`src/hdl/ipm_pkg.sv`:
```
package ipm_pkg;

  // ------------------------------------------------------------------
  // sizes and counts
  // ------------------------------------------------------------------
  localparam int NUM_VEC   = 5;   // maskable vector slots zero..four
  localparam int NUM_PORT  = 4;   // port groups 0..3
  localparam int LINES     = 6;   // lines per port group
  localparam int CMP_LINES = 4;   // comparator lines on port 3

  // ------------------------------------------------------------------
  // two-bit priority codes, same meaning as the core level bits
  // ------------------------------------------------------------------
  localparam logic [1:0] LVL0 = 2'h2;  // lowest
  localparam logic [1:0] LVL1 = 2'h1;
  localparam logic [1:0] LVL2 = 2'h0;  // highest interruptible
  localparam logic [1:0] LVL3 = 2'h3;  // non-interruptible

  // ------------------------------------------------------------------
  // reset values
  // ------------------------------------------------------------------
  localparam logic [1:0] SPR_RST     = 2'h3;
  localparam logic [5:0] PULLUP_RST  = 6'h3f;
  localparam logic [5:0] P2MASK_RST  = 6'h00;
  localparam logic       P0GMASK_RST = 1'b0;
  localparam logic [5:0] LINES_ZERO  = 6'h00;

  // ------------------------------------------------------------------
  // service selection codes
  // ------------------------------------------------------------------
  typedef enum logic [3:0] {
    IPM_SRC_NONE,
    IPM_SRC_VEC0,
    IPM_SRC_VEC1,
    IPM_SRC_VEC2,
    IPM_SRC_VEC3,
    IPM_SRC_VEC4,
    IPM_SRC_TRAP,
    IPM_SRC_NMI,
    IPM_SRC_RESET
  } ipm_src_e;

  // core instruction events, one-cycle pulses
  typedef struct packed {
    logic       wait_for_interrupt_instr;       // wait_for_interrupt_instr
    logic       interrupt_return_instr;      // interrupt_return_instr
    logic       pop_condition_code_instr;     // pop_condition_code_instr
    logic       enable_interrupts_instr;       // enable_interrupts_instr
    logic       sim;       // disable_interrupts_instr
    logic       halt;
    logic [1:0] pop_condition_code_instr_lvl; // level bits popped with the condition code
  } ipm_instr_s;

endpackage

```
`src/hdl/ipm_ctrl.sv`:
```
`timescale 1ns/1ns
module ipm_ctrl
(
  // clock and reset
  input  wire logic                 core_clk,
  input  wire logic                 arst_n,
  // vector priority writes, field x for slot x
  input  wire logic [4:0]           spr_wr,
  input  wire logic [9:0]           spr_wdata,
  output logic      [9:0]           spr_rdata,
  // global configuration
  input  wire logic                 return_to_sleep_wr,
  input  wire logic                 return_to_sleep_wdata,
  output logic                      return_to_sleep_bit,
  // core instruction events and service handshake
  input  wire ipm_pkg::ipm_instr_s  instr,
  input  wire logic                 trap_req,
  input  wire logic                 nmi_req,
  input  wire logic                 reset_req,
  input  wire logic                 svc_ack,
  output logic                      svc_req,
  output ipm_pkg::ipm_src_e         svc_src,
  output logic                      save_context,
  output logic                      return_to_wait,
  output logic      [1:0]           cur_level,
  output logic                      nested_mode,
  // maskable peripheral requests on slots zero..four
  input  wire logic [4:0]           vec_req,
  // which slot serves each port group
  input  wire logic [2:0]           port_slot [4],
  // detector events per port line, from capture logic
  input  wire logic [5:0]           line_event [4],
  input  wire logic [3:0]           cmp_out,
  input  wire logic                 port3_present,
  input  wire logic                 port1_present,
  // port masks and flags
  input  wire logic [5:0]           port0_line_enables,
  input  wire logic [5:0]           port1_line_enables,
  input  wire logic [3:0]           comparator_line_mask,
  input  wire logic                 aux_wr,
  input  wire logic                 port0_global_mask_wdata,
  input  wire logic [5:0]           port2_line_masks_wdata,
  input  wire logic                 pullup_wr,
  input  wire logic [5:0]           pullup_wdata,
  input  wire logic [3:0]           flag_wr,
  input  wire logic [5:0]           flag_wdata,
  output logic                      port0_global_mask,
  output logic      [5:0]           port2_line_masks,
  output logic      [5:0]           pullup_enable,
  output logic      [5:0]           port_flag [4],
  output logic      [3:0]           port_irq
);

  // ------------------------------------------------------------------
  // reset release
  // ------------------------------------------------------------------
  logic rst_s1;
  logic rst_n;

  always_ff @(posedge core_clk or negedge arst_n)
  begin
    if (!arst_n)
    begin
      rst_s1 <= 1'b0;
      rst_n  <= 1'b0;
    end
    else
    begin
      rst_s1 <= 1'b1;
      rst_n  <= rst_s1;
    end
  end

  // ------------------------------------------------------------------
  // helpers
  // ------------------------------------------------------------------
  // rank of a level code, higher rank wins
  function automatic logic [1:0] rank(input logic [1:0] code);
    case (code)
      ipm_pkg::LVL0: rank = 2'h0;
      ipm_pkg::LVL1: rank = 2'h1;
      ipm_pkg::LVL2: rank = 2'h2;
      default:       rank = 2'h3;
    endcase
  endfunction

  // ------------------------------------------------------------------
  // vector priority fields
  // ------------------------------------------------------------------
  logic [1:0] spr [5];

  always_ff @(posedge core_clk or negedge rst_n)
  begin
    if (!rst_n)
      for (int i = 0; i < ipm_pkg::NUM_VEC; i++)
        spr[i] <= ipm_pkg::SPR_RST;
    else
      for (int i = 0; i < ipm_pkg::NUM_VEC; i++)
        if (spr_wr[i] && spr_wdata[2*i +: 2] != ipm_pkg::LVL0)
          spr[i] <= spr_wdata[2*i +: 2];
  end

  always_comb
  begin
    nested_mode = 1'b0;
    for (int i = 0; i < ipm_pkg::NUM_VEC; i++)
    begin
      spr_rdata[2*i +: 2] = spr[i];
      if (spr[i] != ipm_pkg::LVL3)
        nested_mode = 1'b1;
    end
  end

  // ------------------------------------------------------------------
  // port detectors, masks and flags
  // ------------------------------------------------------------------
  logic [5:0] line_en [4];

  always_ff @(posedge core_clk or negedge rst_n)
  begin
    if (!rst_n)
    begin
      port0_global_mask <= ipm_pkg::P0GMASK_RST;
      port2_line_masks  <= ipm_pkg::P2MASK_RST;
    end
    else if (aux_wr)
    begin
      port0_global_mask <= port0_global_mask_wdata;
      port2_line_masks  <= port2_line_masks_wdata;
    end
  end

  always_ff @(posedge core_clk or negedge rst_n)
  begin
    if (!rst_n)
      pullup_enable <= ipm_pkg::PULLUP_RST;
    else if (pullup_wr)
      pullup_enable <= pullup_wdata;
  end

  always_comb
  begin
    line_en[0] = port0_global_mask ? port0_line_enables : 6'h3f;
    line_en[1] = port1_present ? port1_line_enables
                               : ipm_pkg::LINES_ZERO;
    line_en[2] = ~port2_line_masks;
    line_en[3] = port3_present ? {2'h0, ~comparator_line_mask}
                               : ipm_pkg::LINES_ZERO;
  end

  // flags record every sensed event; polling sees them even when masked
  always_ff @(posedge core_clk or negedge rst_n)
  begin
    if (!rst_n)
      for (int p = 0; p < ipm_pkg::NUM_PORT; p++)
        port_flag[p] <= ipm_pkg::LINES_ZERO;
    else
    begin
      for (int p = 0; p < 3; p++)
        // set beats a same-cycle clear
        port_flag[p] <= (port_flag[p]
                        & ~(flag_wr[p] ? flag_wdata : 6'h00))
                        | line_event[p];
      // comparator outputs go straight into detection
      port_flag[3] <= (port_flag[3] & ~(flag_wr[3] ? flag_wdata : 6'h00))
                      | {2'h0, port3_present ? cmp_out : 4'h0};
    end
  end

  always_comb
    for (int p = 0; p < ipm_pkg::NUM_PORT; p++)
      port_irq[p] = |(port_flag[p] & line_en[p]);

  // ------------------------------------------------------------------
  // arbitration
  // ------------------------------------------------------------------
  logic [4:0]  pend;
  logic [1:0]  best_rank;
  logic [2:0]  best_vec;
  logic        best_ok;
  logic        in_isr;
  logic [2:0]  isr_vec;

  always_comb
  begin
    pend = vec_req;
    for (int p = 0; p < ipm_pkg::NUM_PORT; p++)
      if (port_irq[p] && port_slot[p] < 3'(ipm_pkg::NUM_VEC))
        pend[port_slot[p]] = 1'b1;
  end

  always_comb
  begin
    best_ok   = 1'b0;
    best_rank = 2'h0;
    best_vec  = 3'h0;
    // slot zero has the highest hardware priority, so scan downward
    for (int i = ipm_pkg::NUM_VEC - 1; i >= 0; i--)
      if (pend[i] && (!best_ok || rank(spr[i]) >= best_rank))
      begin
        best_ok   = 1'b1;
        best_rank = rank(spr[i]);
        best_vec  = 3'(i);
      end
  end

  logic              take_vec;
  logic              reentry;
  ipm_pkg::ipm_src_e next_src;

  // a raised level of the own pending vector beats the current one
  assign reentry  = in_isr && pend[isr_vec] && best_vec == isr_vec
                    && rank(spr[isr_vec]) > rank(cur_level);
  assign take_vec = best_ok && (best_rank > rank(cur_level) || reentry);

  always_comb
  begin
    if (reset_req)
      next_src = ipm_pkg::IPM_SRC_RESET;
    else if (nmi_req)
      next_src = ipm_pkg::IPM_SRC_NMI;
    else if (trap_req)
      next_src = ipm_pkg::IPM_SRC_TRAP;
    else if (take_vec)
      next_src = ipm_pkg::ipm_src_e'(4'(best_vec) + 4'h1);
    else
      next_src = ipm_pkg::IPM_SRC_NONE;
  end

  assign svc_req = next_src != ipm_pkg::IPM_SRC_NONE;
  assign svc_src = next_src;

  // ------------------------------------------------------------------
  // current level, service state and return-to-wait
  // ------------------------------------------------------------------
  logic [1:0] main_level;
  logic       sleeping_loop;
  logic       loop_saved;

  always_ff @(posedge core_clk or negedge rst_n)
  begin
    if (!rst_n)
      return_to_sleep_bit <= 1'b0;
    else if (return_to_sleep_wr)
      return_to_sleep_bit <= return_to_sleep_wdata;
  end

  always_ff @(posedge core_clk or negedge rst_n)
  begin
    if (!rst_n)
    begin
      cur_level     <= ipm_pkg::LVL3;
      main_level    <= ipm_pkg::LVL3;
      in_isr        <= 1'b0;
      isr_vec       <= 3'h0;
      sleeping_loop <= 1'b0;
    end
    else if (svc_req && svc_ack)
    begin
      in_isr  <= 1'b1;
      isr_vec <= best_vec;
      if (svc_src inside {ipm_pkg::IPM_SRC_RESET, ipm_pkg::IPM_SRC_NMI,
                          ipm_pkg::IPM_SRC_TRAP})
        cur_level <= ipm_pkg::LVL3;
      else
        cur_level <= nested_mode ? spr[best_vec] : ipm_pkg::LVL3;
      if (!in_isr)
        main_level <= cur_level;
    end
    else if (instr.interrupt_return_instr)
    begin
      in_isr <= 1'b0;
      // stay in the wait loop only while the bit is set
      sleeping_loop <= sleeping_loop && return_to_sleep_bit;
      cur_level     <= main_level;
    end
    else if (instr.wait_for_interrupt_instr)
    begin
      cur_level <= ipm_pkg::LVL0;
      if (!in_isr && return_to_sleep_bit)
        sleeping_loop <= 1'b1;
    end
    else if (instr.halt || instr.enable_interrupts_instr)
      cur_level <= ipm_pkg::LVL0;
    else if (instr.sim)
      cur_level <= ipm_pkg::LVL3;
    else if (instr.pop_condition_code_instr)
      cur_level <= instr.pop_condition_code_instr_lvl;
  end

  // first wake-up of a wait loop stacks the context, later ones reuse it
  always_ff @(posedge core_clk or negedge rst_n)
  begin
    if (!rst_n)
      loop_saved <= 1'b0;
    else if (!sleeping_loop)
      loop_saved <= 1'b0;
    else if (save_context)
      loop_saved <= 1'b1;
  end

  assign save_context   = svc_req && svc_ack && !in_isr
                          && !(sleeping_loop && loop_saved);
  assign return_to_wait = instr.interrupt_return_instr && sleeping_loop
                          && return_to_sleep_bit;

endmodule

```
`config.mk`:
```
export PLATFORM = sky130hd
export DESIGN_NAME = ipm_ctrl
export DESIGN_NICKNAME = d
export VERILOG_FILES = /design/src/hdl/ipm_pkg.sv /design/src/hdl/ipm_ctrl.sv
export SDC_FILE = /design/constraint.sdc
export NUM_CORES = 1
export LEC_CHECK = 0
export BUFFER_PORTS_ARGS = -buffer_cell sky130_fd_sc_hd__clkbuf_2
export CAP_MARGIN = 20
export CELL_PAD_IN_SITES_DETAIL_PLACEMENT = 1
export CELL_PAD_IN_SITES_GLOBAL_PLACEMENT = 2
export CORE_MARGIN = 1
export CORE_UTILIZATION = 28
export DETAILED_ROUTE_END_ITERATION = 10
export HOLD_SLACK_MARGIN = 0.03
export PLACE_DENSITY_LB_ADDON = 0.1
export SYNTH_ARGS = -nofsm -noshare
export SYNTH_HDL_FRONTEND = slang
export SYNTH_SLANG_ARGS = --single-unit
```
`constraint.sdc`:
```
create_clock -name core_clk -period 14.3 [get_ports core_clk]
set_input_delay 2.86 -clock core_clk [delete_from_list [all_inputs] [get_ports core_clk]]
set_output_delay 2.86 -clock core_clk [all_outputs]
set_load 0.02 [all_outputs]
```
==> summary.txt, run 1 <==
Run status
  – Status: finished, final reports clean

Drt
  – First-pass DRT Iterations: 4
  – DR vias/cell: between 5 and 6
  – DRC: 0
  – Routed Antenna Nets: 0
  – Iteration-0 DRC Markers: 126
  – Via Count: about 3900
  – DRT Wirelength: 13.3 mm
  – Wire length per cell: about 17 um

Layout
  – N_diodes: 0
  – Design Area, Final: roughly 0.0055 mm2
  – Synth-to-layout area growth: 34.6%
  – Layout cells sized above 1: 0.463
  – Final Non-Filler Cells: roughly 770
  – Nets: 730

STA
  – Fin crit period: between 10000 and 15000 ps
  – Worst slew margin: 0.602
  – Least-Margin Pin Slew: between 500 and 600 ps
  – Setup TNS: 0 ps
  – Max Fclk: 73.7 MHz
  – # setup viols final: 0
  – Unrepaired setup endpoints after global routing: no
  – Period utilisation layout: 0.949
  – Clk_skew: just over 6 ps
  – Pins Over Slew Limit: 0
  – Final hold violation count: 0

Setup path
  – Critical Path End: save_context
  – Most common cell on crit path: a21oi_1
  – CP Class: in2out
  – R2R cell count: 40
  – RR Endpoint: main_level[1]
  – Critical Path AT: approximately 11000 ps
  – CP Capture Type: output pin
  – Reg2reg start: port_flag[18]
  – R2R Setup Slk: 5940 ps
  – Critical path's slowest cell: mux2_2
  – WP data required: ~11000 ps
  – Largest incremental delay on the critical path: around 400 ps
  – Crit path max fanout: 10
  – Crit path launch type: primary input
  – CP startpoint: port0_line_enables[0]

Synth
  – Synth cell count leaders: 42 x nand2_1, 40 x dfrtp_1, 29 x ha_1, 27 x inv_1
  – Synth Cell Area: 0.00409 mm2
  – Mapped Cells: 400
  – Synthesized flop and latch total: 60
  – Most common cell in the netlist: nand2_1
  – Post-Syn Nets: between 500 and 600
  – Avg Inst Size Synth: 10.2 um2
  – Synth async-reset ratio: 1.00
  – Main synth FF type: dfrtp_1
  – Yosys warning total: 0
  – Number of distinct library cells after synthesis: 76
  – Top cell type by total area after synthesis: dfrtp_1
  – Post-synth EDFFs: 0
  – Synth area leaders: dfrtp_1 24%, dfstp_2 13%, ha_1 8.9%
  – Seq/Total Area, Yosys: 0.373
  – Synth top area share: 0.245

Global routing
  – Initial antenna violation count: 0
  – Remaining Overflow, GRT: 0
  – Largest net degree at the start of global routing: 38
  – Total GRT Usage: 0.188
  – First-pass GRT wire length: approximately 21 mm
  – Vias in the first global route: 4098

Power and ir drop
  – VDD IR max: between 0.07 and 0.08 mV
  – PwrDens: between 150 and 200 mW/mm2
  – Final Power: 0.000874 W
  – Pleak: 2.68 nW

Place
  – Placed Instance Area: between 0.005 and 0.006 mm2
  – Post-Place Cells: around 750
  – Port Buffers: roughly 170
  – RePlAce Congestion: roughly 0.8
  – Hpwl dp: approximately 11 mm

CTS
  – Post-CTS Setup Inserts: 0
  – Clk slew on worst S/H paths: around 60 ps
  – Clk_lat worst skew: 340 ps
  – Sink Count: 60
  – PostCTS Resize Cnt: 0
  – Worst-case clock buffer depth: 2
  – Post-CTS Hold Fix Bufs: 0
  – CTS tree: yes
  – Root Buffer: clkbuf_16
  – Num CTS Buffers: 9
  – CTS H-Tree Depth: 3

Floorplanning
  – Die Wd: 123 um
  – Top Ports: ~180
  – Num rows: 43
  – Total die area: around 0.015 mm2
  – Core area: between 0.01 and 0.015 mm2
  – Initial core utilization: 0.291
  – Die height: around 120 um

Job
  – Max cap viols: 0

Hold path
  – Hold/Removal Path Class: reg2async
[metal layers]
layer	GRT usage	share of wire	wire [um]
met5	0	0	0
met2	0.321	0.50	6690
met1	0.214	0.40	5390
met3	0.0702	0.076	1010
met4	0.0655	0.018	242
[cells by family (layout without fill, tap and decap cells)]
group	count (synthesis)	after routing	synth area share
other cells	1	1	0.000917
fa+ha+maj	29	29	0.0887
mux	27	27	0.0832
buf+inv	32	219	0.0294
simple gates	123	123	0.159
compound gates	127	127	0.263
xor+xnor	1	1	0.00214
flops	60	60	0.373
[cells in the final DEF, fill, tap and decap left out, drive strengths merged, types with 6 or more instances in the layout]
cell	n
a21oi	14
a22o	10
dfstp	20
o211ai	6
nand2	42
a211oi	7
a21o	20
ha	29
clkbuf	187
inv	27
a31oi	7
a22oi	13
nand2b	16
a21boi	9
dfrtp	40
o21ai	10
nor2	20
mux2	17
mux2i	7
nor3	7
[stage by stage]
stage,setup slack [ps],utilization,hold slack [ps]
2_1_floorplan,1470,-,331
3_3_place_gp,722,0.369,246
3_5_place_dp,582,0.369,250
4_1_cts,551,0.392,251
5_1_grt,30.8,0.392,273
6_report,728,0.392,234
[registers in the layout, indices dropped and copies added (netlist names)]
name                 count
cur_level                2
spr_rdata               10
pullup_enable            6
main_level               2
loop_saved               1
isr_vec                  3
port_flag               24
port0_global_mask        1
rst_s1                   1
rst_n                    1
in_isr                   1
sleeping_loop            1
return_to_sleep_bit      1
port2_line_masks         6
[final cells by class]
class                   instances  area (um2)
flip-flops and latches         60        1530
clock buffers                  13         270
clock inverters                 3        45.0
multi-input cells             308        2450
repair buffers                176         886
well taps                     180         225
fillers                      1646        8540
inverters                      27         101
[worst min path at each step]
stage                          end  slack (ps)  depth (start not counted)
5_1_grt              port_flag[11]         270                          0
6_report             port_flag[11]         230                          0
3_3_place_gp          port_flag[8]         250                          0
2_1_floorplan                rst_n         330                          0
4_1_cts              port_flag[11]         250                          0
3_5_place_dp   port2_line_masks[4]         250                          0
[where the power goes]
group          internal [W]  switching (W)
Clock              0.000149      0.0000835
Sequential         0.000200      0.0000284
Combinational      0.000176       0.000237
[critical path, delay by kind of cell]
family	cells	cell delay (ps)
muxes	2	640
buffers and inverters	4	390
adders and majority gates	5	1280
AOI/OAI and AO/OA	19	3860
and+or+nand+nor	12	1670
(Power assumes the default switching activity.)
==> inputs of run 2 (changes only) <==
Settings changed: REMOVE_ABC_BUFFERS set to 1.
==> summary.txt, run 2 (synthesis gave the netlist of run 1 again) <==
Run status
  – Status: finished, final reports clean

Global routing
  – First-pass GRT wire length: roughly 21 mm
  – Total GRT Usage: 0.185
  – Initial antenna violation count: 0
  – Vias in the first global route: between 3000 and 4000
  – Remaining Overflow, GRT: 0
  – Largest net degree at the start of global routing: 42

Setup path
  – RR Endpoint: main_level[0]
  – CP Capture Type: output pin
  – R2R Setup Slk: between 6000 and 7000 ps
  – WP data required: 11440 ps
  – Most common cell on crit path: a21oi_1
  – Crit path launch type: primary input
  – Crit path max fanout: 10
  – R2R cell count: 40
  – Largest incremental delay on the critical path: approximately 400 ps
  – Reg2reg start: port_flag[18]
  – CP Class: in2out
  – Critical path's slowest cell: mux2_2
  – Critical Path AT: 10670 ps

CTS
  – Worst-case clock buffer depth: 2
  – Num CTS Buffers: 9
  – Clk_lat worst skew: ~350 ps
  – CTS tree: yes
  – Sink Count: 60
  – Root Buffer: clkbuf_16
  – Clk slew on worst S/H paths: 60 ps
  – CTS H-Tree Depth: 3

Drt
  – Routed Antenna Nets: 0
  – Via Count: about 3800
  – DRC: 0
  – First-pass DRT Iterations: 4
  – DR vias/cell: a little under 5
  – DRT Wirelength: roughly 13 mm
  – Wire length per cell: 17.2 um
  – Iteration-0 DRC Markers: 75

STA
  – Unrepaired setup endpoints after global routing: no
  – Clk_skew: around 7.6 ps
  – Setup TNS: 0 ps
  – Fin crit period: roughly 14000 ps
  – Setup ws final: 767 ps
  – Period utilisation layout: 0.946
  – Least-Margin Pin Slew: 558 ps
  – Worst slew margin: 0.624
  – Max Fclk: between 70 and 80 MHz
  – # setup viols final: 0
  – Pins Over Slew Limit: 0
  – Final hold violation count: 0

Power and ir drop
  – Pleak: 2.66 nW
  – Final Power: about 0.00085 W
  – PwrDens: ~160 mW/mm2
  – VDD IR max: 0.0855 mV

Hold path
  – Hold/Removal Path Class: reg2async

Place
  – RePlAce Congestion: approximately 0.8
  – Placed Instance Area: 0.00518 mm2
  – Port Buffers: 174
  – Hpwl dp: about 11 mm
  – Dpl ws: roughly 590 ps

Layout
  – Layout cells sized above 1: 0.465
  – Nets: 730
  – Biggest register: port_flag
  – Design Area, Final: 0.00548 mm2
  – N_diodes: 0
  – Synth-to-layout area growth: 33.9%
  – Most frequent cells in the layout: 174 x clkbuf_2, 42 x nand2_1, 39 x dfrtp_1, 29 x ha_1, 27 x inv_1
  – Max FFs per register: 24
  – Commonest non-fill, non-tap cell in the layout: clkbuf_2
  – Fillers: ~1700

Job
  – Max cap viols: 0

Floorplanning
  – Initial core utilization: 0.291
  – Num rows: 43
  – Die Wd: ~120 um
  – Top Ports: approximately 180
  – Die height: between 100 and 150 um
  – Total die area: 0.0151 mm2
  – Core area: between 0.01 and 0.015 mm2
[run 2: cell types whose count changed in the layout (fill, tap and decap cells not counted)]
cell and delta:
clkinvlp_4 +2, inv_6 +2, clkbuf_8 -2, bufinv_16 -1, clkbuf_1 -1
[run 2: how the worst max path moves through the flow]
stage	from	end	slack (ps)
6_report	port1_line_enables[1]	save_context	770
5_1_grt	port0_line_enables[3]	save_context	40
4_1_cts	port1_line_enables[1]	save_context	560
3_5_place_dp	port1_line_enables[1]	save_context	590
3_3_place_gp	port1_line_enables[1]	save_context	720
2_1_floorplan	port1_line_enables[0]	save_context	1470
[run 2: critical path, delay by kind of cell]
kind	cells	cell delay (ps)
and+or+nand+nor	11	1460
muxes	2	630
adders and majority gates	5	1270
AOI/OAI and AO/OA	20	4020
buffers and inverters	4	400
[run 2: power breakdown]
group          leakage, nW  internal (W)  switching [W]
combinational         1.87      0.000175       0.000235
clock                0.128      0.000123      0.0000880
sequential           0.657      0.000200      0.0000277
total                 2.66      0.000498       0.000351
[run 2: layer usage]
layer / wire, um / vias to the layer above / GRT usage
li1: - / 1859 / -
met1: 5400 / 1789 / 0.216
met2: 6550 / 109 / 0.313
met3: 1020 / 14 / 0.0725
met4: 190 / 0 / 0.0518
met5: 0 / - / 0
[run 2: area by class of cell]
type                       instances  area (um2)  share of cell area
timing repair buffer             176         886               0.162
tap                              180         225              0.0411
clock inverter                     6        47.5             0.00868
inverter                          27         101              0.0185
multi-input combinational        308        2450               0.447
clock buffer                      10         239              0.0436
sequential                        60        1530               0.279
[run 2: stage by stage]
| stage | hold slack [ps] | util | std cells |
|---|---|---|---|
| final | 211 | 0.390 | 767 |
| after global routing | 257 | 0.390 | 767 |
| after CTS | 232 | 0.389 | 767 |
| after detailed placement | 229 | 0.369 | 751 |
| after global placement | 221 | 0.369 | 751 |
| after floorplan | 331 | - | 395 |
[run 2: timing repair]
item,4_1_cts,5_1_grt
hold buffers,0,0
hold endpoints to repair,0,0
buffers inserted,0,0
gates resized for setup,0,1
endpoints found under the setup margin,0,1
